`config.mk`:
```
export PLATFORM = sky130hd
export DESIGN_NAME = tlic_core
export DESIGN_NICKNAME = d
export VERILOG_FILES = /design/src/shared/tlic_pkg.sv /design/src/logic/tlic_core.sv /design/src/logic/tlic_prio_pick.sv /design/src/logic/tlic_src_cond.sv
export SDC_FILE = /design/constraint.sdc
export NUM_CORES = 1
export LEC_CHECK = 0
export ABC_AREA = 1
export BUFFER_PORTS_ARGS = -buffer_cell sky130_fd_sc_hd__buf_2
export CAP_MARGIN = 10
export CORE_UTILIZATION = 45
export DETAILED_ROUTE_END_ITERATION = 8
export PLACE_DENSITY = 0.79
export SYNTH_ARGS = -nofsm -noshare
export SYNTH_HDL_FRONTEND = slang
export SYNTH_HIERARCHICAL = 1
export SYNTH_SLANG_ARGS = --single-unit
```
`constraint.sdc`:
```
create_clock -name clock -period 2.8 [get_ports clock]
set_input_delay 0.7 -clock clock [delete_from_list [all_inputs] [get_ports clock]]
set_output_delay 0.7 -clock clock [all_outputs]
set_load 0.02 [all_outputs]
```
`src/shared/tlic_pkg.sv`:
```
// Purpose: Shared constants for the two-level interrupt controller.
// Assumes: Classic Wishbone slave with 32-bit data and byte addresses.
// Notes:   Registers hold 8-bit values in the low byte of each word.

package tlic_pkg;

    // ****************************************************************
    // Sizes
    // ****************************************************************
    localparam int NUM_SRC  = 6;
    localparam int SRC_IW   = 3;
    localparam int WB_DW    = 32;
    localparam int WB_AW    = 18;
    localparam int REG_W    = 8;
    localparam int VEC_W    = 16;

    // ****************************************************************
    // Register map
    // ****************************************************************
    localparam logic [WB_AW-1:0] ADDR_IRQ_ENABLE = 18'h00000;
    localparam logic [WB_AW-1:0] ADDR_IRQ_PRIO   = 18'h00004;
    localparam logic [WB_AW-1:0] ADDR_TIMER_CTRL = 18'h00008;
    localparam logic [WB_AW-1:0] ADDR_EVT_STATUS = 18'h0000C;
    localparam logic [WB_AW-1:0] ADDR_EVT_CLEAR  = 18'h00010;
    localparam logic [WB_AW-1:0] ADDR_EVT_ENABLE = 18'h00014;
    localparam logic [WB_AW-1:0] ADDR_IN_SERVICE = 18'h00018;
    localparam logic [15:0]      DMC_INDEX       = 16'h87FF;
    localparam logic [WB_AW-1:0] ADDR_DISP_CFG   = {DMC_INDEX, 2'b00};

    // ****************************************************************
    // Field positions
    // ****************************************************************
    localparam int GLOBAL_EN_BIT = 7;
    localparam int EXT0_TYPE_BIT = 0;
    localparam int EXT1_TYPE_BIT = 2;
    localparam int LINE_SEL_BIT  = 0;
    localparam int INSVC_LOW_BIT = 0;
    localparam int INSVC_HI_BIT  = 1;

    // ****************************************************************
    // Source indices in polling order and their vectors
    // ****************************************************************
    localparam int SRC_EXT0   = 0;
    localparam int SRC_TIMER0 = 1;
    localparam int SRC_EXT1   = 2;
    localparam int SRC_TIMER1 = 3;
    localparam int SRC_SERIAL = 4;
    localparam int SRC_BUSY   = 5;

    localparam logic [NUM_SRC-1:0][VEC_W-1:0] SRC_VECTORS =
        {16'h0033, 16'h002B, 16'h001B, 16'h0013, 16'h000B, 16'h0003};

    // ****************************************************************
    // Reset values
    // ****************************************************************
    localparam logic [REG_W-1:0] RST_REG8  = 8'h00;
    localparam logic [WB_DW-1:0] RST_WORD  = 32'h00000000;
    localparam logic [VEC_W-1:0] RST_VEC   = 16'h0000;

endpackage

```
`src/logic/tlic_core.sv`:
```
// Purpose: Two-level interrupt controller with six sources and a Wishbone slave.
// Assumes: Core pulses callTaken once per vector call and retiPulse per return.
// Notes:   Register bytes sit in bit 7:0; upper bits read as zero.
//
// Functional notes
// six sources, each individually enabled by software
// each source assigned high or low priority
// display busy requests on entering blanking
// one configuration bit picks line or field
// line mode fires at each active line blank
// field mode fires at vertical blanking start
// per-source enables; global bit seven blocks all
// low routine preempted only by high
// high routine preempted by nothing
// simultaneous mixed levels: high served first
// equal level: fixed polling order decides
// acknowledged request calls its fixed vector
// type bit zero: external input active low
// type one: falling edge, or both edges
// edges latched until call; levels follow pin
// track in-service levels, release on return
`timescale 1ns/100ps

module tlic_core
    import tlic_pkg::*;
(
    // Clock and reset
    input  wire logic                 clock,
    input  wire logic                 srst,
    // Wishbone slave
    input  wire logic                 wbCyc,
    input  wire logic                 wbStb,
    input  wire logic                 wbWe,
    input  wire logic [WB_AW-1:0]     wbAdr,
    input  wire logic [3:0]           wbSel,
    input  wire logic [WB_DW-1:0]     wbDatI,
    output logic      [WB_DW-1:0]     wbDatO,
    output logic                      wbAck,
    // Request sources
    input  wire logic                 extReqPinZero,
    input  wire logic                 extReqPinOne,
    input  wire logic                 timerZeroOvf,
    input  wire logic                 timerOneOvf,
    input  wire logic                 serialReq,
    input  wire logic                 hBlank,
    input  wire logic                 vBlank,
    input  wire logic                 lineActive,
    // Processor core
    input  wire logic                 callTaken,
    input  wire logic                 retiPulse,
    output logic                      vecReq,
    output logic      [VEC_W-1:0]     vecAddr,
    output logic                      vecHighLevel,
    // Event interrupt
    output logic                      irqOut
);

    // ****************************************************************
    // State
    // ****************************************************************
    typedef struct packed {
        logic [REG_W-1:0]   irqEnable;
        logic [REG_W-1:0]   irqPriority;
        logic [REG_W-1:0]   timerControl;
        logic               busyLineOrFieldSel;
        logic [NUM_SRC-1:0] evtStatus;
        logic [NUM_SRC-1:0] evtEnable;
        logic [NUM_SRC-1:0] reqPrev;
        logic               extZeroPrev;
        logic               extOnePrev;
        logic               hBlankPrev;
        logic               vBlankPrev;
        logic               vecReq;
        logic [VEC_W-1:0]   vecAddr;
        logic [SRC_IW-1:0]  vecSrc;
        logic               vecHigh;
        logic               inSvcHigh;
        logic               inSvcLow;
        logic               ack;
        logic [WB_DW-1:0]   rdat;
        logic               irq;
    } tlic_state_t;

    tlic_state_t st_q;
    tlic_state_t st_d;

    logic [NUM_SRC-1:0] srcLevelMode;
    logic [NUM_SRC-1:0] srcLevelReq;
    logic [NUM_SRC-1:0] srcEvent;
    logic [NUM_SRC-1:0] srcClear;
    logic [NUM_SRC-1:0] srcReq;
    logic [NUM_SRC-1:0] enabledReq;
    logic [NUM_SRC-1:0] highReq;
    logic [NUM_SRC-1:0] lowReq;
    logic               highValid;
    logic               lowValid;
    logic [SRC_IW-1:0]  highIdx;
    logic [SRC_IW-1:0]  lowIdx;
    logic               ext0Type;
    logic               ext1Type;
    logic               busyEvent;
    logic               callDone;

    assign ext0Type = st_q.timerControl[EXT0_TYPE_BIT];
    assign ext1Type = st_q.timerControl[EXT1_TYPE_BIT];
    assign callDone = st_q.vecReq & callTaken;

    // ****************************************************************
    // Source conditioning
    // ****************************************************************
    always_comb
    begin
        // active low external levels; serial level active high
        srcLevelMode             = '0;
        srcLevelReq              = '0;
        srcLevelMode[SRC_EXT0]   = ~ext0Type;
        srcLevelReq[SRC_EXT0]    = ~extReqPinZero;
        srcLevelMode[SRC_EXT1]   = ~ext1Type;
        srcLevelReq[SRC_EXT1]    = ~extReqPinOne;
        srcLevelMode[SRC_SERIAL] = 1'b1;
        srcLevelReq[SRC_SERIAL]  = serialReq;
    end

    always_comb
    begin
        // blanking entry
        if (st_q.busyLineOrFieldSel)
        begin
            busyEvent = hBlank & ~st_q.hBlankPrev & lineActive;
        end
        else
        begin
            busyEvent = vBlank & ~st_q.vBlankPrev;
        end
    end

    always_comb
    begin
        // edge detection
        srcEvent             = '0;
        srcEvent[SRC_EXT0]   = ext0Type & st_q.extZeroPrev & ~extReqPinZero;
        srcEvent[SRC_EXT1]   = ext1Type & (st_q.extOnePrev ^ extReqPinOne);
        srcEvent[SRC_TIMER0] = timerZeroOvf;
        srcEvent[SRC_TIMER1] = timerOneOvf;
        // busy on blanking
        srcEvent[SRC_BUSY]   = busyEvent;
    end

    always_comb
    begin
        // clear on call
        srcClear = '0;
        if (callDone)
        begin
            srcClear[st_q.vecSrc] = 1'b1;
        end
    end

    // latched edges, level pins
    genvar g;
    generate
        for (g = 0; g < NUM_SRC; g++)
        begin : g_src
            tlic_src_cond u_cond (
                .clock      (clock),
                .srst       (srst),
                .levelMode  (srcLevelMode[g]),
                .levelReq   (srcLevelReq[g]),
                .eventPulse (srcEvent[g]),
                .takeClear  (srcClear[g]),
                .request    (srcReq[g])
            );
        end
    endgenerate

    // ****************************************************************
    // Arbitration
    // ****************************************************************
    // enables and global gate
    assign enabledReq = srcReq & st_q.irqEnable[NUM_SRC-1:0]
                      & {NUM_SRC{st_q.irqEnable[GLOBAL_EN_BIT]}};
    // level split
    assign highReq    = enabledReq & st_q.irqPriority[NUM_SRC-1:0];
    assign lowReq     = enabledReq & ~st_q.irqPriority[NUM_SRC-1:0];

    // polling order
    tlic_prio_pick #(.N(NUM_SRC), .IW(SRC_IW)) u_pick_high (
        .req   (highReq),
        .valid (highValid),
        .idx   (highIdx)
    );

    tlic_prio_pick #(.N(NUM_SRC), .IW(SRC_IW)) u_pick_low (
        .req   (lowReq),
        .valid (lowValid),
        .idx   (lowIdx)
    );

    // ****************************************************************
    // Next state
    // ****************************************************************
    always_comb
    begin
        logic               access;
        logic               wrLane;
        logic [NUM_SRC-1:0] clrMask;
        logic [NUM_SRC-1:0] reqRise;
        access  = wbCyc & wbStb & ~st_q.ack;
        wrLane  = access & wbWe & wbSel[0];
        clrMask = '0;
        reqRise = srcReq & ~st_q.reqPrev;
        st_d    = st_q;

        st_d.extZeroPrev = extReqPinZero;
        st_d.extOnePrev  = extReqPinOne;
        st_d.hBlankPrev  = hBlank;
        st_d.vBlankPrev  = vBlank;
        st_d.reqPrev     = srcReq;

        // Register writes.
        if (wrLane)
        begin
            case (wbAdr)
                ADDR_IRQ_ENABLE: st_d.irqEnable    = wbDatI[REG_W-1:0];
                ADDR_IRQ_PRIO:   st_d.irqPriority  = wbDatI[REG_W-1:0];
                ADDR_TIMER_CTRL: st_d.timerControl = wbDatI[REG_W-1:0];
                ADDR_EVT_CLEAR:  clrMask           = wbDatI[NUM_SRC-1:0];
                ADDR_EVT_ENABLE: st_d.evtEnable    = wbDatI[NUM_SRC-1:0];
                // mode select bit
                ADDR_DISP_CFG:   st_d.busyLineOrFieldSel = wbDatI[LINE_SEL_BIT];
                default:         st_d.irqEnable    = st_q.irqEnable;
            endcase
        end

        // A new request edge wins over a clear in the same cycle.
        st_d.evtStatus = (st_q.evtStatus & ~clrMask) | reqRise;

        // Register reads; unmapped addresses answer zero.
        st_d.ack  = access;
        st_d.rdat = RST_WORD;
        if (access && !wbWe)
        begin
            case (wbAdr)
                ADDR_IRQ_ENABLE: st_d.rdat[REG_W-1:0]   = st_q.irqEnable;
                ADDR_IRQ_PRIO:   st_d.rdat[REG_W-1:0]   = st_q.irqPriority;
                ADDR_TIMER_CTRL: st_d.rdat[REG_W-1:0]   = st_q.timerControl;
                ADDR_EVT_STATUS: st_d.rdat[NUM_SRC-1:0] = st_q.evtStatus;
                ADDR_EVT_ENABLE: st_d.rdat[NUM_SRC-1:0] = st_q.evtEnable;
                ADDR_IN_SERVICE:
                begin
                    st_d.rdat[INSVC_LOW_BIT] = st_q.inSvcLow;
                    st_d.rdat[INSVC_HI_BIT]  = st_q.inSvcHigh;
                end
                ADDR_DISP_CFG:   st_d.rdat[LINE_SEL_BIT] = st_q.busyLineOrFieldSel;
                default:         st_d.rdat = RST_WORD;
            endcase
        end

        // release on return
        if (retiPulse)
        begin
            if (st_q.inSvcHigh)
            begin
                st_d.inSvcHigh = 1'b0;
            end
            else
            begin
                st_d.inSvcLow = 1'b0;
            end
        end

        if (st_q.vecReq)
        begin
            if (callTaken)
            begin
                // mark level busy
                st_d.vecReq = 1'b0;
                if (st_q.vecHigh)
                begin
                    st_d.inSvcHigh = 1'b1;
                end
                else
                begin
                    st_d.inSvcLow = 1'b1;
                end
            end
            else if (!enabledReq[st_q.vecSrc])
            begin
                // A withdrawn level or a cleared enable cancels the offer.
                st_d.vecReq = 1'b0;
            end
        end
        // high first, unblocked
        else if (highValid && !st_q.inSvcHigh)
        begin
            st_d.vecReq  = 1'b1;
            st_d.vecSrc  = highIdx;
            st_d.vecHigh = 1'b1;
            // fixed vector
            st_d.vecAddr = SRC_VECTORS[highIdx];
        end
        // low waits
        else if (lowValid && !st_q.inSvcHigh && !st_q.inSvcLow)
        begin
            st_d.vecReq  = 1'b1;
            st_d.vecSrc  = lowIdx;
            st_d.vecHigh = 1'b0;
            // fixed vector
            st_d.vecAddr = SRC_VECTORS[lowIdx];
        end

        st_d.irq = |(st_d.evtStatus & st_d.evtEnable);
    end

    always_ff @(posedge clock)
    begin
        if (srst)
        begin
            st_q             <= '0;
            st_q.irqEnable   <= RST_REG8;
            st_q.irqPriority <= RST_REG8;
            st_q.extZeroPrev <= 1'b1;
            st_q.extOnePrev  <= 1'b1;
            st_q.vecAddr     <= RST_VEC;
            st_q.rdat        <= RST_WORD;
        end
        else
        begin
            st_q <= st_d;
        end
    end

    // ****************************************************************
    // Outputs
    // ****************************************************************
    assign wbDatO       = st_q.rdat;
    assign wbAck        = st_q.ack;
    assign vecReq       = st_q.vecReq;
    assign vecAddr      = st_q.vecAddr;
    assign vecHighLevel = st_q.vecHigh;
    assign irqOut       = st_q.irq;

endmodule

```
`src/logic/tlic_prio_pick.sv`:
```
// Purpose: Fixed-order picker; the lowest set index wins.
// Assumes: Purely combinational, used inside a clocked parent.
// Notes:   Index zero is polled first.
`timescale 1ns/100ps

module tlic_prio_pick #(
    parameter int N  = 6,
    parameter int IW = 3
) (
    // Requests
    input  wire logic [N-1:0]  req,
    // Result
    output logic               valid,
    output logic [IW-1:0]      idx
);

    always_comb
    begin
        valid = 1'b0;
        idx   = '0;
        for (int i = N - 1; i >= 0; i--)
        begin
            if (req[i])
            begin
                valid = 1'b1;
                idx   = i[IW-1:0];
            end
        end
    end

endmodule

```
`src/logic/tlic_src_cond.sv`:
```
// Purpose: Conditions one request source as a level or a latched event.
// Assumes: All inputs synchronous to clock.
// Notes:   A set arriving with the clear keeps the flag set.
`timescale 1ns/100ps

module tlic_src_cond
    import tlic_pkg::*;
(
    // Clock and reset
    input  wire logic clock,
    input  wire logic srst,
    // Source
    input  wire logic levelMode,
    input  wire logic levelReq,
    input  wire logic eventPulse,
    input  wire logic takeClear,
    // Result
    output logic      request
);

    typedef struct packed {
        logic pend;
    } tlic_cond_t;

    tlic_cond_t st_q;
    tlic_cond_t st_d;

    always_comb
    begin
        st_d = st_q;
        if (takeClear)
        begin
            st_d.pend = 1'b0;
        end
        if (eventPulse)
        begin
            st_d.pend = 1'b1;
        end
    end

    always_ff @(posedge clock)
    begin
        if (srst)
        begin
            st_q <= '0;
        end
        else
        begin
            st_q <= st_d;
        end
    end

    // Level sources follow the pin; a stale latched event is not shown.
    assign request = levelMode ? levelReq : st_q.pend;

endmodule

```
After elaboration in Yosys (flattened, before gate mapping) --
Memories as Yosys holds them, arrays and structs flattened. Cells that the tools add are included.
Word-level totals: flip-flop bits (word level) 109, memory bits (read-only) 256, output and inout port bits 52, word-level logic and storage cells 154, memories 2
Memory list:
- (name not given) | words 8, width 16, rd ports 1, clocked after memory_dff 0, wr ports 0, RTL line tlic_core.sv:309 | st_d.vecAddr = SRC_VECTORS[lowIdx];
- (name not given) | words 8, width 16, rd ports 1, clocked after memory_dff 0, wr ports 0, RTL line tlic_core.sv:300 | st_d.vecAddr = SRC_VECTORS[highIdx];
Operators by class: magnitude comparators 4, equality and inequality tests 7, multiplexer cells 63, bitwise logic cells 30, reduce and logical (&&, ||, !) cells 22
Operator list (number):
- 18-bit by 5-bit == test with 1-bit output (second input constant) | 3
- 6-bit bitwise AND | 7
- 21-bit 2-to-1 mux | 2
- 18-bit by 4-bit == test with 1-bit output (second input constant) | 2
- 3-bit 2-to-1 mux | 12
- 1-bit 2-to-1 mux | 33
- 16-bit 2-to-1 mux | 2
- 6-bit 2-to-1 mux | 5
- 4-bit one-hot mux with 5 select lines | 1
- 18-bit == test (second input constant) | 1
- 18-bit by 3-bit == test with 1-bit output (second input constant) | 1
- 18-bit zero test | 1
- 6-bit NOT | 3
- 3-bit by 4-bit less-than comparator with 1-bit output (second input constant) | 3
- 2-bit nonzero test | 6
- 1-bit bitwise AND | 11
- 2-bit AND reduction | 5
- 1-bit NOT | 7
- 1-bit one-hot mux with 7 select lines | 1
- 2-bit 2-to-1 mux | 3
- 6-bit OR | 1
- 1-bit one-hot mux with 6 select lines | 1
- 2-bit one-hot mux with 3 select lines | 1
- 6-bit OR reduction | 1
- other kinds (7) | 13

Logic depth before layout (Yosys ltp) --
depth in word-level cells 16, gate-level depth with buffers 15, depth with buffers taken out 15

Modules after synthesis --
Netlist, hierarchy kept.
By module, submodules not included:
- tlic_core | instances 1, cells each 524, area each 3607.2 um^2
- tlic_src_cond | instances 6, cells each 8, area each 52.6 um^2
- tlic_prio_pick | instances 2, cells each 15, area each 72.6 um^2

Worst setup path after synthesis --
OpenSTA, ideal clock, no wires.
path kind input-to-reg, start point input extReqPinZero, end point register, netlist name vecAddr[5], library setup time 95 ps, data arrival time 2197 ps, data required time 2705 ps, slack 508 ps, stages 12, path buffers 0, cell sequence inv_1 > nand2_1 > o21ai_1 > nand3_1 > nor2_1 > inv_1 > nand4_1 > nand3_1 > or2_2 > nand2_1 > inv_1 > a221oi_1
Between the ends: longest elaborated chain between the ends 10, elaborated cells on any way between the ends 21, those cells by class mux: 9; bitwise: 5; reduce/logical: 5; memory: 2
Ends and longest elaborated chain:
- start, declared | RTL line tlic_core.sv:40 | input wire logic extReqPinZero,
- 1-bit NOT | RTL line tlic_core.sv:117 | srcLevelReq[SRC_EXT0] = ~extReqPinZero;
- 1-bit 2-to-1 mux | RTL line tlic_src_cond.sv:54 | assign request = levelMode ? levelReq : st_q.pend;
- net srcReq[0] | RTL line tlic_core.sv:91 | logic [NUM_SRC-1:0] srcReq;
- 6-bit bitwise AND | RTL line tlic_core.sv:180 | assign enabledReq = srcReq & st_q.irqEnable[NUM_SRC-1:0]
- 6-bit bitwise AND | RTL line tlic_core.sv:181 | & {NUM_SRC{st_q.irqEnable[GLOBAL_EN_BIT]}};
- 6-bit bitwise AND | RTL line tlic_core.sv:184 | assign lowReq = enabledReq & ~st_q.irqPriority[NUM_SRC-1:0];
- net lowReq[0] | RTL line tlic_core.sv:94 | logic [NUM_SRC-1:0] lowReq;
- 1-bit 2-to-1 mux | RTL line tlic_prio_pick.sv:23 | if (req[i])
- net lowValid | RTL line tlic_core.sv:96 | logic lowValid;
- 1-bit logical AND (2 in series) | RTL line tlic_core.sv:303 | else if (lowValid && !st_q.inSvcHigh && !st_q.inSvcLow)
- 2-bit nonzero test (no source line)
- 2-bit AND reduction (no source line)
The timed path passes the listed nets, and every way through them passes these cells. The select of a mux whose other input is x is not followed. A chain may end at the register's enable or synchronous reset.

Worst setup path after layout --
start point register g_src[3].u_cond.st_q, end point register, netlist name vecAddr[5]
Between the ends: longest elaborated chain between the ends 11, elaborated cells on any way between the ends 31, those cells by class mux: 20; bitwise: 4; reduce/logical: 5; memory: 2
Ends and longest elaborated chain:
- start, declared | RTL line tlic_src_cond.sv:25 | tlic_cond_t st_q;
- start signal, assigned | RTL line tlic_src_cond.sv:49 | st_q <= st_d;
- 6-bit bitwise AND | RTL line tlic_core.sv:180
- 6-bit bitwise AND | RTL line tlic_core.sv:181
- 6-bit bitwise AND | RTL line tlic_core.sv:184
- net lowReq[3] | RTL line tlic_core.sv:94
- 1-bit 2-to-1 mux (4 in series) | RTL line tlic_prio_pick.sv:23
- net lowValid | RTL line tlic_core.sv:96
- 1-bit logical AND (2 in series) | RTL line tlic_core.sv:303
- 2-bit nonzero test (no source line)
- 2-bit AND reduction (no source line)
The timed path passes the listed nets, and every way through them passes these cells. The select of a mux whose other input is x is not followed.

==> out/qor.txt <==
Status -> finished, final reports clean
Register area share after synthesis -> 35.9%
Worst-path clk slew -> 0.08 ns
Area post-placement -> 4270 um2
Max FO, Critical Path -> 6
RSZ-0062 raised after global routing -> no
Mapped cell area -> 4070 um2
Post-DP HPWL -> 7670 um
Mux contribution to synthesized area -> 0%
Core area -> 8720 um2
Most frequent cell after synthesis -> nand2_1
Post-CTS sizing -> 0
Number of max-cap violations -> 0
Detailed Routing Iterations Pass 1 -> 5
Die X-Extent -> 97.1 um
Drt wl/cell -> 12.9 um
CTS HTree Levels -> 3
Synth Area in Simple Gates -> 29.9%
Top cell type's share of synthesized area -> 35.9%
Finish-stage setup viols -> 0
Adder-Cell Fraction of Synth Area -> 0%
Largest net degree at the start of global routing -> 25
Die area -> 9420 um2
DRC Markers -> 0
Final min period -> 2.37 ns
CP Capture Type -> register
Synth-to-layout area growth -> 10.6%
I/O pin total -> 121
Gr ovfl total -> 0
Utilization after layout -> 51.6%
Area of the multi-input gates -> 2010 um2
Distinct cells, synth -> 40
# rows -> 34
Reg area -> 1460 um2
Initial Util -> 46.6%
Mapped Cells -> 602
Die H -> 97.1 um
Vias in the first global route -> 3,581
Xor-xnor portion of the synthesized cell area -> 0.215%
Final setup TNS -> 0 ns
Least-Margin Pin Slew -> 0.722 ns
First-pass GRT wire length -> 16,700 um
Ranking of synthesized cells by area -> dfxtp_1 (36%), nand2_1 (11%), buf_4 (8.9%), inv_1 (8.3%), nor2_1 (7.2%)
Pwr Density -> 488 nW/um2
Leading area contributor after synthesis -> dfxtp_1
Arr. time, crit path -> 2.64 ns
Detailed Route WL -> 9970 um
GP Congestion -> 0.913
Fillers -> 864
Top FF cell, synth -> dfxtp_1
CP Class -> reg2reg
Slew Limit Headroom -> 51.8%
DR iter-0 viols -> 287
Clock sink count -> 73
Register bit total from synthesis -> 73
CTS Root Cell -> clkbuf_8
Fin Clk Skew -> 0.0166 ns
Hold WC Path Type -> reg2reg
GRT Total Usage -> 22.4%
Share of layout cells above drive strength 1 -> 17.4%
Final nets -> 730
Achievable Freq -> 422 MHz
Slowest cell on crit path -> dfxtp_1
Ys Warns -> 6
Max stage delay on crit path -> 0.35 ns
Power Total -> 2.20 mW
Drt via density -> 4.98
Final non-filler cell total -> 774
Synthesized area per cell -> 6.76 um2
Post-synth EDFFs -> 0
Part of the cycle the worst path needs -> 84.6%
Final instance area -> 4500 um2
Max-slew violation count -> 0
P_leak -> 2.10 nW
CTS buffer count -> 9
Port Buffer Count -> 58
Buf+Inv Stages, Crit Path -> 2
Synth Area in Compound Gates -> 15.0%
Antenna Violating Nets Remaining -> 0
Worst EP required -> 3.07 ns
Initial antenna violation count -> 0
Cell Chain, Critical Path -> inv_1 -> o21ai_1 -> nand3_1 -> nor2_1 -> nor2_2 -> nand4_1 -> nand3_1 -> or2_2 -> nand2_1 -> inv_1 -> a221oi_1
Setup crit start kind -> register
Clk_lat worst skew -> 0.37 ns
VDD IR max -> 0.279 mV
CTS tree -> done
Synth cell count leaders -> nand2_1 (118), inv_1 (90), nor2_1 (78)
Hold buffers post-CTS -> 0
DR vias -> 3,852
Family with the most delay on the worst path -> simple AND/OR/NAND/NOR gates
Fin. Hold Viols -> 0
Ys async rst share -> 0%
Placed cell count -> 758
Clock Path Buffers -> 2
Diode count -> 0
Largest family of logic cells by synthesized area -> simple AND/OR/NAND/NOR gates
Setup bufs post-CTS -> 0
-- worst paths after layout --
check                                                        from                       to  slack (ns)  depth (start not counted)
worst max-delay path            g_src[3].u_cond/st_q$_SDFFE_PP0P_  vecAddr[5]$_SDFFE_PP0P_        0.43                         11
worst min-delay path                        st_q[95]$_SDFFE_PP0P_    st_q[95]$_SDFFE_PP0P_        0.47                          2
worst max register to register  g_src[3].u_cond/st_q$_SDFFE_PP0P_  vecAddr[5]$_SDFFE_PP0P_        0.43                         11
worst min register to register              st_q[95]$_SDFFE_PP0P_    st_q[95]$_SDFFE_PP0P_        0.47                          2
-- routing by layer --
metal  track usage, %  share of wire [%]
met5                0                  0
met4             10.9                2.8
met3             4.75                6.2
met2             37.5                 48
met1             27.2                 43
-- stage by stage --
stage / hold WS, ns / worst slack, ns
after floorplan: 0.425 / 0.508
after global placement: 0.441 / 0.161
after detailed placement: 0.458 / 0.0909
after CTS: 0.473 / 0.428
after global routing: 0.493 / 0.221
final: 0.470 / 0.431
-- power by group --
part           total [mW]  switching [mW]  internal (mW)
registers            1.07         0.00970           1.06
clock network       0.944           0.435          0.509
logic               0.187           0.134         0.0527
total                2.20           0.579           1.62
-- cell type report --
class	count	share of cell area (%)
inverters	92	7.68
repair buffers	62	7.12
flip-flops and latches	73	32.5
clock inverters	7	2.25
well taps	108	3.00
clock buffers	9	2.75
multi-input cells	423	44.7
-- state kept, by name, indices dropped and copies added (netlist names) --
name               cells
st_q                  49
wbDatO                 8
g_src.u_cond/st_q      6
ext1Type               1
vecHighLevel           1
vecReq                 1
vecAddr                4
wbAck                  1
irqOut                 1
ext0Type               1
-- kinds of logic after synthesis --
group,count (synthesis)
compound gates,108
xor+xnor,1
buf+inv,151
flops,73
other cells,2
simple gates,267
-- cells in the final DEF (no fill, tap or decap), types with 3 or more instances in the layout --
master	count
nor2_4	3
nand2_1	118
a21oi_1	43
nand4_1	7
buf_2	58
nand3_1	25
a31oi_1	4
inv_1	90
nor2_1	78
o21ai_0	33
nor3_2	3
o22ai_1	3
clkbuf_8	9
nor2_2	7
buf_4	4
a21oi_2	6
or2_2	8
o21ai_1	9
nor3_1	8
conb_1	47
dfxtp_1	73
-- tightest hold or removal path, delay by kind of cell (launching register included) --
kind	cells	cell delay [ns]
flops	1	0.30
buf+inv	1	0.06
compound gates	1	0.06
Power figures use the tool's default switching activity.
